$ cat src/hdl/pfs_map.svh
// Register map, field positions, codes and reset values of the port A pin function selector.
`ifndef PFS_MAP_SVH
`define PFS_MAP_SVH

// Register width and word indexes (byte address is four times the index).
`define PFS_REG_W 16
`define PFS_IDX_W 6
`define PFS_IDX_PROT 6'h12
`define PFS_IDX_SEL0 6'h13
`define PFS_IDX_SEL1 6'h14
`define PFS_IDX_PEREN 6'h20
`define PFS_IDX_CLOCK_OUTPUT_CTRL 6'h21
`define PFS_IDX_PCE 6'h22
`define PFS_ADR_W 8
`define PFS_ADR_IDX_LSB 2

// Protection field codes and bit meanings.
`define PFS_PROT_OFF 2'h0
`define PFS_PROT_ON 2'h1
`define PFS_PROT_OFF_LOCK 2'h2
`define PFS_PROT_ON_LOCK 2'h3
`define PFS_PROT_ON_BIT 0
`define PFS_PROT_LOCK_BIT 1
`define PFS_PROT_PSP 0
`define PFS_PROT_CC 1
`define PFS_PROT_N 2

// Select field positions.
`define PFS_SEL0_PA6_BIT 12
`define PFS_SEL0_PA5_LSB 10
`define PFS_SEL0_PA4_LSB 8
`define PFS_SEL1_PA14_LSB 12
`define PFS_SEL1_PA13_LSB 10
`define PFS_SEL1_PA12_LSB 8
`define PFS_SEL1_PA11_BIT 6

// Writable masks; every other bit reads as zero.
`define PFS_MASK_PROT 16'h000F
`define PFS_MASK_SEL0 16'h1F00
`define PFS_MASK_SEL1 16'h3F40
`define PFS_MASK_FULL 16'hFFFF
`define PFS_MASK_CLK_GEN 16'h000F
`define PFS_MASK_CLK_TEST 16'h0030
`define PFS_CLOCK_OUTPUT_CTRL_W 6
`define PFS_RST_VAL 16'h0000

// Function codes of a select field.
`define PFS_FN0 2'h0
`define PFS_FN1 2'h1
`define PFS_FN2 2'h2

// Port A pin numbers that carry peripheral functions here.
`define PFS_PA4 4
`define PFS_PA5 5
`define PFS_PA6 6
`define PFS_PA11 11
`define PFS_PA12 12
`define PFS_PA13 13
`define PFS_PA14 14

`endif

$ cat src/hdl/pfs_pkg.sv
// Types shared by the pin function selector modules.
`include "pfs_map.svh"
package pfs_pkg;
    typedef logic [`PFS_REG_W-1:0] pfs_reg_t;
    typedef logic [1:0] pfs_prot_t;

    // State of one protection field.
    typedef struct packed {
        pfs_prot_t field;
    } pfs_prot_s;

    // Whole state of the top module.
    typedef struct packed {
        logic ack;
        pfs_reg_t rdata;
        pfs_reg_t sel0;
        pfs_reg_t sel1;
        pfs_reg_t peren;
        pfs_reg_t pce;
        logic [`PFS_CLOCK_OUTPUT_CTRL_W-1:0] clock_output_ctrl;
        pfs_reg_t pad_out;
        pfs_reg_t pad_oe;
        pfs_reg_t gpio_in;
        logic fault_input_zero;
        logic fault_input_one;
        logic fault_input_two;
        logic cmp_b2;
        logic sp2_din;
        logic sp2_clk;
        logic [3:0] ta_in;
        logic [3:1] tb_in;
    } pfs_state_s;
endpackage

$ cat src/hdl/pfs_prot_field.sv
// One two-bit write protection field with its lock.
`timescale 1ns/1ps
`include "pfs_map.svh"
module pfs_prot_field
    import pfs_pkg::*;
(
    input wire logic clk_i,
    input wire logic rst_i,
    input wire logic wr_i,
    input wire logic [1:0] wr_data_i,
    output logic [1:0] field_o
);
    pfs_prot_s st;
    pfs_prot_s next_st;

    // A locked field ignores every write; only reset reopens it.
    always_comb begin
        next_st = st;
        if (wr_i && !st.field[`PFS_PROT_LOCK_BIT]) begin
            next_st.field = wr_data_i;
        end
    end

    // Reset returns the field to unlocked with protection off.
    always_ff @(posedge clk_i) begin
        if (rst_i) begin
            st.field <= `PFS_PROT_OFF;
        end else begin
            st <= next_st;
        end
    end

    assign field_o = st.field;
endmodule // pfs_prot_field

$ cat src/hdl/pfs_top.sv
// Port A pin function multiplexer with write protection, on a classic Wishbone slave.
// Contract
// - Clock-control protection codes: off, on, off locked, on locked; guards clock regs. Here it guards only the clock enable register.
// - Pin-select protection uses same codes; guards select, enable, mode, drive registers. Here there are no mode or drive registers to guard.
// - A locked protection field ignores writes until chip reset restores off, unlocked.
// - An unlocked protection field may toggle between off and on freely.
// - Pin-select protection also guards the test PWM bits of clock output control.
// - Peripheral enable clear gives GPIO; set lets the select field choose peripheral.
// - Each peripheral input comes from whichever pin is currently assigned to it.
// - Shared function: output fans to all assigned pins, inputs are combined.
// - After reset every pin acts as GPIO.
// - Pin 6 bit 12 of select 0: clear fault zero, set timer A channel 0.
// - Pin 5 bits 11-10: PWM five, fault two, timer A channel 3, reserved.
// - Pin 4 bits 9-8: PWM four, fault one, timer A channel 2, reserved.
// - Pin 14 bits 13-12: timer B ch3, serial data out, timer A ch3.
// - Pin 13 bits 11-10: timer B ch2, serial data in, timer A ch2.
// - Pin 12 bits 9-8: timer B ch1, serial clock, timer A ch1.
// - Pin 11 bit 6 of select 1: clear comparator B input 2, set timer B3.
//
// Our own choice: register access over Wishbone.
`timescale 1ns/1ps
`include "pfs_map.svh"
module pfs_top
    import pfs_pkg::*;
(
    input wire logic clk_i,
    input wire logic rst_i,
    input wire logic wb_cyc_i,
    input wire logic wb_stb_i,
    input wire logic wb_we_i,
    input wire logic [`PFS_ADR_W-1:0] wb_adr_i,
    input wire logic [3:0] wb_sel_i,
    input wire logic [31:0] wb_dat_i,
    output logic [31:0] wb_dat_o,
    output logic wb_ack_o,
    input wire logic [15:0] pad_in_i,
    output logic [15:0] pad_out_o,
    output logic [15:0] pad_oe_o,
    input wire logic [15:0] gpio_out_i,
    input wire logic [15:0] gpio_oe_i,
    output logic [15:0] gpio_in_o,
    input wire logic pwm_output_four_i,
    input wire logic pwm_output_five_i,
    input wire logic [3:0] timer_a_out_i,
    input wire logic [3:0] timer_a_oe_i,
    output logic [3:0] timer_a_in_o,
    input wire logic [3:1] timer_b_out_i,
    input wire logic [3:1] timer_b_oe_i,
    output logic [3:1] timer_b_in_o,
    input wire logic serial_port2_data_out_i,
    input wire logic serial_port2_clock_out_i,
    input wire logic serial_port2_clock_oe_i,
    output logic serial_port2_data_in_o,
    output logic serial_port2_clock_in_o,
    output logic fault_input_zero_o,
    output logic fault_input_one_o,
    output logic fault_input_two_o,
    output logic comparator_b_input2_o,
    output logic [15:0] pin_periph_enable_o,
    output logic [15:0] periph_clock_enable_o,
    output logic [`PFS_CLOCK_OUTPUT_CTRL_W-1:0] clock_output_ctrl_o,
    output logic [1:0] pin_select_protect_o,
    output logic [1:0] clock_ctrl_protect_o
);
    pfs_state_s st;
    pfs_state_s next_st;
    logic take;
    logic wr;
    logic [`PFS_IDX_W-1:0] idx;
    logic psp_on;
    logic cc_on;
    logic [1:0] prot_field [`PFS_PROT_N];
    logic [1:0] fn_pa4;
    logic [1:0] fn_pa5;
    logic [1:0] fn_pa6;
    logic [1:0] fn_pa11;
    logic [1:0] fn_pa12;
    logic [1:0] fn_pa13;
    logic [1:0] fn_pa14;
    pfs_reg_t clk_merge;

    // Merge the enabled byte lanes of write data into a register under a mask.
    function automatic pfs_reg_t wb_merge(input pfs_reg_t old, input logic [31:0] wd,
                                          input logic [3:0] sel, input pfs_reg_t mask);
        pfs_reg_t lane;
        lane = {{8{sel[1]}}, {8{sel[0]}}} & mask;
        return (old & ~lane) | (wd[`PFS_REG_W-1:0] & lane);
    endfunction

    // True when a pin is handed to peripherals and its select field holds a code.
    function automatic logic fn_hit(input logic en, input logic [1:0] field,
                                    input logic [1:0] code);
        return en && (field == code);
    endfunction

    // Bus request is taken once; the registered ack drops in the following cycle.
    assign take = wb_cyc_i && wb_stb_i && !st.ack;
    assign wr = take && wb_we_i;
    assign idx = wb_adr_i[`PFS_ADR_W-1:`PFS_ADR_IDX_LSB];

    // Active protection is bit zero of each field, whether locked or not.
    assign psp_on = prot_field[`PFS_PROT_PSP][`PFS_PROT_ON_BIT];
    assign cc_on = prot_field[`PFS_PROT_CC][`PFS_PROT_ON_BIT];

    // Clock output merge; the test bits leave the mask while pin-select guard is on.
    assign clk_merge = wb_merge({10'h000, st.clock_output_ctrl}, wb_dat_i, wb_sel_i,
        psp_on ? `PFS_MASK_CLK_GEN : (`PFS_MASK_CLK_GEN | `PFS_MASK_CLK_TEST));

    // Select codes per pin; one-bit fields are widened so one decoder serves all.
    assign fn_pa4 = st.sel0[`PFS_SEL0_PA4_LSB +: 2];
    assign fn_pa5 = st.sel0[`PFS_SEL0_PA5_LSB +: 2];
    assign fn_pa6 = {1'b0, st.sel0[`PFS_SEL0_PA6_BIT]};
    assign fn_pa11 = {1'b0, st.sel1[`PFS_SEL1_PA11_BIT]};
    assign fn_pa12 = st.sel1[`PFS_SEL1_PA12_LSB +: 2];
    assign fn_pa13 = st.sel1[`PFS_SEL1_PA13_LSB +: 2];
    assign fn_pa14 = st.sel1[`PFS_SEL1_PA14_LSB +: 2];

    // Each protection field has its own locking cell, two bits apart in the register.
    for (genvar g = 0; g < `PFS_PROT_N; g++) begin : g_prot
        pfs_prot_field u_field (
            .clk_i(clk_i),
            .rst_i(rst_i),
            .wr_i(wr && (idx == `PFS_IDX_PROT) && wb_sel_i[0]),
            .wr_data_i(wb_dat_i[2*g +: 2]),
            .field_o(prot_field[g])
        );
    end

    // Next state: bus registers, read data, pad drive and peripheral inputs.
    always_comb begin
        next_st = st;
        next_st.ack = take;
        next_st.rdata = `PFS_RST_VAL;
        // Reads return only implemented bits so reserved bits stay zero.
        if (take && !wb_we_i) begin
            case (idx)
                `PFS_IDX_PROT: next_st.rdata = {12'h000, prot_field[`PFS_PROT_CC],
                                                prot_field[`PFS_PROT_PSP]};
                `PFS_IDX_SEL0: next_st.rdata = st.sel0 & `PFS_MASK_SEL0;
                `PFS_IDX_SEL1: next_st.rdata = st.sel1 & `PFS_MASK_SEL1;
                `PFS_IDX_PEREN: next_st.rdata = st.peren;
                `PFS_IDX_CLOCK_OUTPUT_CTRL: next_st.rdata = {10'h000, st.clock_output_ctrl};
                `PFS_IDX_PCE: next_st.rdata = st.pce;
                default: next_st.rdata = `PFS_RST_VAL;
            endcase
        end
        // Guarded writes are dropped silently while their protection is on.
        if (wr) begin
            case (idx)
                `PFS_IDX_SEL0: begin
                    if (!psp_on) begin
                        next_st.sel0 = wb_merge(st.sel0, wb_dat_i, wb_sel_i, `PFS_MASK_SEL0);
                    end
                end
                `PFS_IDX_SEL1: begin
                    if (!psp_on) begin
                        next_st.sel1 = wb_merge(st.sel1, wb_dat_i, wb_sel_i, `PFS_MASK_SEL1);
                    end
                end
                `PFS_IDX_PEREN: begin
                    if (!psp_on) begin
                        next_st.peren = wb_merge(st.peren, wb_dat_i, wb_sel_i, `PFS_MASK_FULL);
                    end
                end
                `PFS_IDX_PCE: begin
                    if (!cc_on) begin
                        next_st.pce = wb_merge(st.pce, wb_dat_i, wb_sel_i, `PFS_MASK_FULL);
                    end
                end
                `PFS_IDX_CLOCK_OUTPUT_CTRL: begin
                    // General bits stay writable; the test bits follow pin-select guard.
                    next_st.clock_output_ctrl = clk_merge[`PFS_CLOCK_OUTPUT_CTRL_W-1:0];
                end
                default: begin
                end
            endcase
        end
        // Pins with enable clear follow GPIO; enabled pins start undriven until a function claims them.
        next_st.gpio_in = pad_in_i;
        for (int i = 0; i < `PFS_REG_W; i++) begin
            if (!st.peren[i]) begin
                next_st.pad_out[i] = gpio_out_i[i];
                next_st.pad_oe[i] = gpio_oe_i[i];
            end else begin
                next_st.pad_out[i] = 1'b0;
                next_st.pad_oe[i] = 1'b0;
            end
        end
        // Output side: a peripheral drives every pin that selects it.
        if (fn_hit(st.peren[`PFS_PA4], fn_pa4, `PFS_FN0)) begin
            next_st.pad_out[`PFS_PA4] = pwm_output_four_i;
            next_st.pad_oe[`PFS_PA4] = 1'b1;
        end else if (fn_hit(st.peren[`PFS_PA4], fn_pa4, `PFS_FN2)) begin
            next_st.pad_out[`PFS_PA4] = timer_a_out_i[2];
            next_st.pad_oe[`PFS_PA4] = timer_a_oe_i[2];
        end
        if (fn_hit(st.peren[`PFS_PA5], fn_pa5, `PFS_FN0)) begin
            next_st.pad_out[`PFS_PA5] = pwm_output_five_i;
            next_st.pad_oe[`PFS_PA5] = 1'b1;
        end else if (fn_hit(st.peren[`PFS_PA5], fn_pa5, `PFS_FN2)) begin
            next_st.pad_out[`PFS_PA5] = timer_a_out_i[3];
            next_st.pad_oe[`PFS_PA5] = timer_a_oe_i[3];
        end
        if (fn_hit(st.peren[`PFS_PA6], fn_pa6, `PFS_FN1)) begin
            next_st.pad_out[`PFS_PA6] = timer_a_out_i[0];
            next_st.pad_oe[`PFS_PA6] = timer_a_oe_i[0];
        end
        if (fn_hit(st.peren[`PFS_PA11], fn_pa11, `PFS_FN1)) begin
            next_st.pad_out[`PFS_PA11] = timer_b_out_i[3];
            next_st.pad_oe[`PFS_PA11] = timer_b_oe_i[3];
        end
        if (fn_hit(st.peren[`PFS_PA12], fn_pa12, `PFS_FN0)) begin
            next_st.pad_out[`PFS_PA12] = timer_b_out_i[1];
            next_st.pad_oe[`PFS_PA12] = timer_b_oe_i[1];
        end else if (fn_hit(st.peren[`PFS_PA12], fn_pa12, `PFS_FN1)) begin
            next_st.pad_out[`PFS_PA12] = serial_port2_clock_out_i;
            next_st.pad_oe[`PFS_PA12] = serial_port2_clock_oe_i;
        end else if (fn_hit(st.peren[`PFS_PA12], fn_pa12, `PFS_FN2)) begin
            next_st.pad_out[`PFS_PA12] = timer_a_out_i[1];
            next_st.pad_oe[`PFS_PA12] = timer_a_oe_i[1];
        end
        if (fn_hit(st.peren[`PFS_PA13], fn_pa13, `PFS_FN0)) begin
            next_st.pad_out[`PFS_PA13] = timer_b_out_i[2];
            next_st.pad_oe[`PFS_PA13] = timer_b_oe_i[2];
        end else if (fn_hit(st.peren[`PFS_PA13], fn_pa13, `PFS_FN2)) begin
            next_st.pad_out[`PFS_PA13] = timer_a_out_i[2];
            next_st.pad_oe[`PFS_PA13] = timer_a_oe_i[2];
        end
        if (fn_hit(st.peren[`PFS_PA14], fn_pa14, `PFS_FN0)) begin
            next_st.pad_out[`PFS_PA14] = timer_b_out_i[3];
            next_st.pad_oe[`PFS_PA14] = timer_b_oe_i[3];
        end else if (fn_hit(st.peren[`PFS_PA14], fn_pa14, `PFS_FN1)) begin
            next_st.pad_out[`PFS_PA14] = serial_port2_data_out_i;
            next_st.pad_oe[`PFS_PA14] = 1'b1;
        end else if (fn_hit(st.peren[`PFS_PA14], fn_pa14, `PFS_FN2)) begin
            next_st.pad_out[`PFS_PA14] = timer_a_out_i[3];
            next_st.pad_oe[`PFS_PA14] = timer_a_oe_i[3];
        end
        // Input side: OR of all assigned pins, zero when no pin is assigned.
        next_st.fault_input_zero = fn_hit(st.peren[`PFS_PA6], fn_pa6, `PFS_FN0)
                         && pad_in_i[`PFS_PA6];
        next_st.fault_input_one = fn_hit(st.peren[`PFS_PA4], fn_pa4, `PFS_FN1)
                         && pad_in_i[`PFS_PA4];
        next_st.fault_input_two = fn_hit(st.peren[`PFS_PA5], fn_pa5, `PFS_FN1)
                         && pad_in_i[`PFS_PA5];
        next_st.cmp_b2 = fn_hit(st.peren[`PFS_PA11], fn_pa11, `PFS_FN0)
                         && pad_in_i[`PFS_PA11];
        next_st.sp2_din = fn_hit(st.peren[`PFS_PA13], fn_pa13, `PFS_FN1)
                          && pad_in_i[`PFS_PA13];
        next_st.sp2_clk = fn_hit(st.peren[`PFS_PA12], fn_pa12, `PFS_FN1)
                          && pad_in_i[`PFS_PA12];
        next_st.ta_in[0] = fn_hit(st.peren[`PFS_PA6], fn_pa6, `PFS_FN1)
                           && pad_in_i[`PFS_PA6];
        next_st.ta_in[1] = fn_hit(st.peren[`PFS_PA12], fn_pa12, `PFS_FN2)
                           && pad_in_i[`PFS_PA12];
        next_st.ta_in[2] = (fn_hit(st.peren[`PFS_PA4], fn_pa4, `PFS_FN2) && pad_in_i[`PFS_PA4])
            || (fn_hit(st.peren[`PFS_PA13], fn_pa13, `PFS_FN2) && pad_in_i[`PFS_PA13]);
        next_st.ta_in[3] = (fn_hit(st.peren[`PFS_PA5], fn_pa5, `PFS_FN2) && pad_in_i[`PFS_PA5])
            || (fn_hit(st.peren[`PFS_PA14], fn_pa14, `PFS_FN2) && pad_in_i[`PFS_PA14]);
        next_st.tb_in[1] = fn_hit(st.peren[`PFS_PA12], fn_pa12, `PFS_FN0)
                           && pad_in_i[`PFS_PA12];
        next_st.tb_in[2] = fn_hit(st.peren[`PFS_PA13], fn_pa13, `PFS_FN0)
                           && pad_in_i[`PFS_PA13];
        next_st.tb_in[3] = (fn_hit(st.peren[`PFS_PA14], fn_pa14, `PFS_FN0)
                            && pad_in_i[`PFS_PA14])
            || (fn_hit(st.peren[`PFS_PA11], fn_pa11, `PFS_FN1) && pad_in_i[`PFS_PA11]);
    end

    // Reset clears every field, so all pins come up as GPIO with default selects.
    always_ff @(posedge clk_i) begin
        if (rst_i) begin
            st <= '0;
        end else begin
            st <= next_st;
        end
    end

    // Outputs come straight from the state flops; one cycle of latency on every path.
    assign wb_dat_o = {16'h0000, st.rdata};
    assign wb_ack_o = st.ack;
    assign pad_out_o = st.pad_out;
    assign pad_oe_o = st.pad_oe;
    assign gpio_in_o = st.gpio_in;
    assign timer_a_in_o = st.ta_in;
    assign timer_b_in_o = st.tb_in;
    assign serial_port2_data_in_o = st.sp2_din;
    assign serial_port2_clock_in_o = st.sp2_clk;
    assign fault_input_zero_o = st.fault_input_zero;
    assign fault_input_one_o = st.fault_input_one;
    assign fault_input_two_o = st.fault_input_two;
    assign comparator_b_input2_o = st.cmp_b2;
    assign pin_periph_enable_o = st.peren;
    assign periph_clock_enable_o = st.pce;
    assign clock_output_ctrl_o = st.clock_output_ctrl;
    assign pin_select_protect_o = prot_field[`PFS_PROT_PSP];
    assign clock_ctrl_protect_o = prot_field[`PFS_PROT_CC];
endmodule // pfs_top

$ cat config.mk
export PLATFORM = sky130hd
export DESIGN_NAME = pfs_top
export DESIGN_NICKNAME = d
export VERILOG_FILES = /design/src/hdl/pfs_pkg.sv /design/src/hdl/pfs_prot_field.sv /design/src/hdl/pfs_top.sv
export VERILOG_INCLUDE_DIRS = /design/src /design/src/hdl
export SDC_FILE = /design/constraint.sdc
export NUM_CORES = 1
export LEC_CHECK = 0
export ABC_AREA = 1
export BUFFER_PORTS_ARGS = -buffer_cell sky130_fd_sc_hd__buf_2
export CORE_MARGIN = 2
export CORE_UTILIZATION = 47
export DETAILED_ROUTE_END_ITERATION = 7
export PLACE_DENSITY = 0.81
export SLEW_MARGIN = 40
export SYNTH_ARGS = -nofsm -noshare
export SYNTH_HDL_FRONTEND = slang
export SYNTH_SLANG_ARGS = --single-unit
$ cat constraint.sdc
create_clock -name clk_i -period 1.85 [get_ports clk_i]
set_clock_uncertainty 0.2 [all_clocks]
set_input_delay 0.37 -clock clk_i [delete_from_list [all_inputs] [get_ports clk_i]]
set_output_delay 0.37 -clock clk_i [all_outputs]
set_load 0.005 [all_outputs]
# == Word level (Yosys, flattened, before mapping) ==
# Cells that the tools add are included.
# totals
register_bits,152
inputBits,116
wordCells,192
# op_classes
n_eq_ne,16
mux,44
bitwise,22
reduce_logical,72
# ops
cell,n
$pmux 16 s6,1
$and 16x16->16,5
$or 16x16->16,4
$logic_and 1x1->1,43
$mux 1,42
$reduce_or 2->1,10
$and 6x6->6,3
$eq 6x5->1 const B,3
$eq 6x6->1 const B,3
$and 16x13->16,1
$and 16x14->16,1
$not 13->16,1
$not 14->16,1
$not 16->16,1
$logic_not 2->1,7
$reduce_and 3->1,4
$eq 2x1->1 const B,5
$eq 2x2->1 const B,5
$mux 6,1
$not 6->6,1
$or 6x6->6,1
$logic_not 1->1,4
$logic_or 1x1->1,3
$not 1->1,3
$reduce_and 2->1,1

# == Depth between registers and ports, before layout ==
# logic_depth
word_depth,6
depth_mapped,9
ltp_nobuf,8

# == Modules after synthesis ==
# From an unflattened synthesis, not the netlist that was laid out.
# unflattened
hier_cells,731
hier_area_um2,5387.7
# modules_own_cells
module,instances,cells_per_inst,area_each_um2,seq_area_each_um2
pfs_top,1,709,5215.0,2562.5
pfs_prot_field,2,11,86.3,40.0

# == Least setup slack after synthesis ==
# Ideal clock, no wire load.
# synth_path
path_kind,input to register
start,in wb_we_i
end,reg (tool-made name)
setup_time_ns,0.112
t_arrival_ns,1.210
path_slack_ns,0.329
stages,7
cell_sequence,nand4_2 > nor2_2 > buf_2 > buf_4 > nand4_1 > nand2_1 > nor2_1
# synth_rtl
item,line_no,text
start: declaration,pfs_top.sv:30,"input wire logic wb_we_i,"

==> summary.md <==
| Metric | Value |
|---|---|
| Status | finished clean |
| Delay-heaviest family, CP | flip-flops |
| DR pass1 iterations | 5 |
| Core Area | around 0.011 mm^2 |
| Port bufs | around 220 |
| Worst-path fanout max | 7 |
| Worst reg2reg startpoint | wb_ack_o$_SDFF_PP0_ |
| Sw Share | 0.210 |
| Final Hold Fails | 0 |
| Worst Path Buf+Inv | 1 |
| Area of the die | 0.0123 mm^2 |
| Sequential-to-total area share from yosys stat | 0.490 |
| Vias/cell | between 4 and 5 |
| Vias in the first global route | 5254 |
| Slew Viols, Final | 0 |
| R2R depth | 7 |
| Dpl cell area | 0.00667 mm^2 |
| # resized after CTS | 0 |
| Crit path arrival time | roughly 1.2 ns |
| Synth Cell Area | between 0.005 and 0.006 mm^2 |
| Leak | 3.79 nW |
| Async SR Flop Fraction | 0 |
| Yosys top cell area share | 0.490 |
| WHS Path Cells | 3 |
| Worst-path clk slew | 0.06 ns |
| Post-synth top area cell | dfxtp_1 |
| Largest net degree at the start of global routing | 47 |
| CTS tree | yes |
| Period Utilization, post-route | 0.955 |
| Synth Instances | between 700 and 800 |
| Syn avg cell area | 7.38 um^2 |
| Sw power | 1.45 mW |
| Io pins | between 200 and 300 |
| Initial Util | 0.476 |
| CTS max path bufs | 2 |
| Most frequent cells in the layout | buf_2, nor2_1, nand2_1, dfxtp_1, inv_1 |
| Seq cells post-synth | 132 |
| Worst VDD drop | between 0.7 and 0.8 mV |
| Most area-consuming cells after synthesis | dfxtp_1, nor2_1, nand2_1, inv_1, nand4_1 |
| Die H | approximately 110 um |
| Total number of vias | between 5000 and 6000 |
| Worst Hold Class | in2reg |
| Clock Sinks | roughly 130 |
| Worst EP required | about 1.3 ns |
| Fillers | 930 |
| Drt wl/cell | about 14 um |
| Fmax | 0.566 GHz |
| RSZ-0062 raised after global routing | false |
| Layout cell share with drive strength beyond 1 | 0.295 |
| Max Cap Viol | 0 |
| ANT cells | 0 |
| Final Instance Area | ~0.0074 mm^2 |
| CTS buffer count | 17 |
| Clk root buf | clkbuf_16 |
| Hold Path End | gpio_in_o[12]$_SDFF_PP0_ |
| Dominant synthesized flop cell | dfxtp_1 |
| Final #Nets | between 1000 and 1500 |
| Setup violators final | 0 |
| Die W | about 110 um |
| Pint | around 5.5 mW |
| Crit. End Element | primary output |
| Kind of critical path | reg2out |
| DRT iter0 DRCs | 464 |
| Final antenna-violating net count | 0 |
| Clock share of power | 0.514 |
| Commonest non-fill, non-tap cell in the layout | buf_2 |
| Gate power share | 0.063 |
| DRC errors left | 0 |
| Post-route minimum period | around 1.8 ns |
| First-pass GRT wire length | approximately 25000 um |
| Skew-Pair Late Insertion Delay | approximately 0.41 ns |
| Area Overhead vs Synth | 38.0% |
| DP Wirelength | ~11000 um |
| Setup TNS | 0 ns |
| Gr usage total | 0.256 |
| Fin util | 0.657 |
| Pwr Density | a little over 900 mW/mm^2 |
| CP peak stage delay | between 0.5 and 0.6 ns |
| Synth Warn # | 0 |
| Initial antenna violation count | 0 |
| Row count | 39 |
| Detailed Route WL | about 16000 um |
| Critical Path Source Type | flip-flop |
| Hold_sp | pad_in_i[12] |
| Slowest cell on the critical path | dfxtp_1 |
| Htree depth | 4 |
| Remaining Overflow, GRT | 0 |
| Flop pwr share | 0.423 |
| Reg2reg setup slack | about 0.14 ns |
| EDFF count, synth | 0 |
| Routability Congestion | just under 0.9 |
| Critical path cell sequence | buf_2 |
| Cell variety after synth | 30 |
[through the flow]
step	hold WS, ns	setup WS (ns)	total power [mW]	cells
final	0.00904	0.0832	6.90	1134
after detailed placement	0.295	0.0310	3.38	1087
after global placement	0.288	0.0654	3.37	1087
after CTS	0.00182	0.0875	6.92	1134
after global routing	0.00523	0.0366	7.14	1134
after floorplan	0.245	0.329	3.18	746
[per-layer routing]
layer / track usage / up-vias / part of all wire / routed length, um
li1: - / 2756 / - / -
met1: 0.327 / 2479 / 0.42 / 6710
met2: 0.427 / 289 / 0.48 / 7610
met3: 0.0547 / 36 / 0.078 / 1240
met4: 0.0963 / 0 / 0.023 / 367
met5: 0 / - / 0 / 0
[synth_stat cells (7+ instances only)]
cell and n:
nand4_1 32, a31oi_1 7, inv_1 91, buf_4 21, o21ai_0 23, nor2_1 166, nor3b_1 18, nand2_1 144
dfxtp_1 132, clkbuf_1 7, nor2_2 7, nand3_1 24, a21oi_1 11
[timing repair]
item	4_1_cts	5_1_grt
hold endpoints to repair	15	0
setup buffers	0	0
hold buffers	15	0
[layout make-up]
class | count | area [um^2] | area share
repair buffers | 255 | 1450 | 0.195
multi-input cells | 478 | 2190 | 0.294
clock inverters | 10 | 153 | 0.0205
flip-flops and latches | 132 | 2640 | 0.355
inverters | 94 | 353 | 0.0474
well taps | 143 | 179 | 0.0240
clock buffers | 22 | 474 | 0.0637
[kinds of logic after synthesis]
group | count (synthesis) | synth area share
AO/OA/AOI/OAI | 49 | 0.0508
buffers and inverters | 136 | 0.115
AND/OR/NAND/NOR | 413 | 0.344
other | 1 | 0.000695
flip-flops | 132 | 0.490
[power by group through the flow]
stage	clock network (mW)	logic [mW]	registers [mW]
finish	3.55	0.435	2.92
global route	3.74	0.477	2.92
CTS	3.58	0.429	2.92
detailed placement	0	0.401	2.98
global placement	0	0.395	2.97
floorplan	0	0.196	2.99
[worst max path at each step]
stage,start,endpoint,slack [ns],depth (start not counted)
2_1_floorplan,wb_we_i,flip-flop,0.33,7
3_3_place_gp,wb_adr_i[5],flip-flop,0.07,10
3_5_place_dp,wb_adr_i[5],flip-flop,0.03,10
4_1_cts,flip-flop,pin_periph_enable_o[4],0.09,1
5_1_grt,wb_ack_o$_SDFF_PP0_,flip-flop,0.04,7
6_report,flip-flop,pin_periph_enable_o[4],0.08,1
No activity file was read; power rests on OpenSTA's default activity.
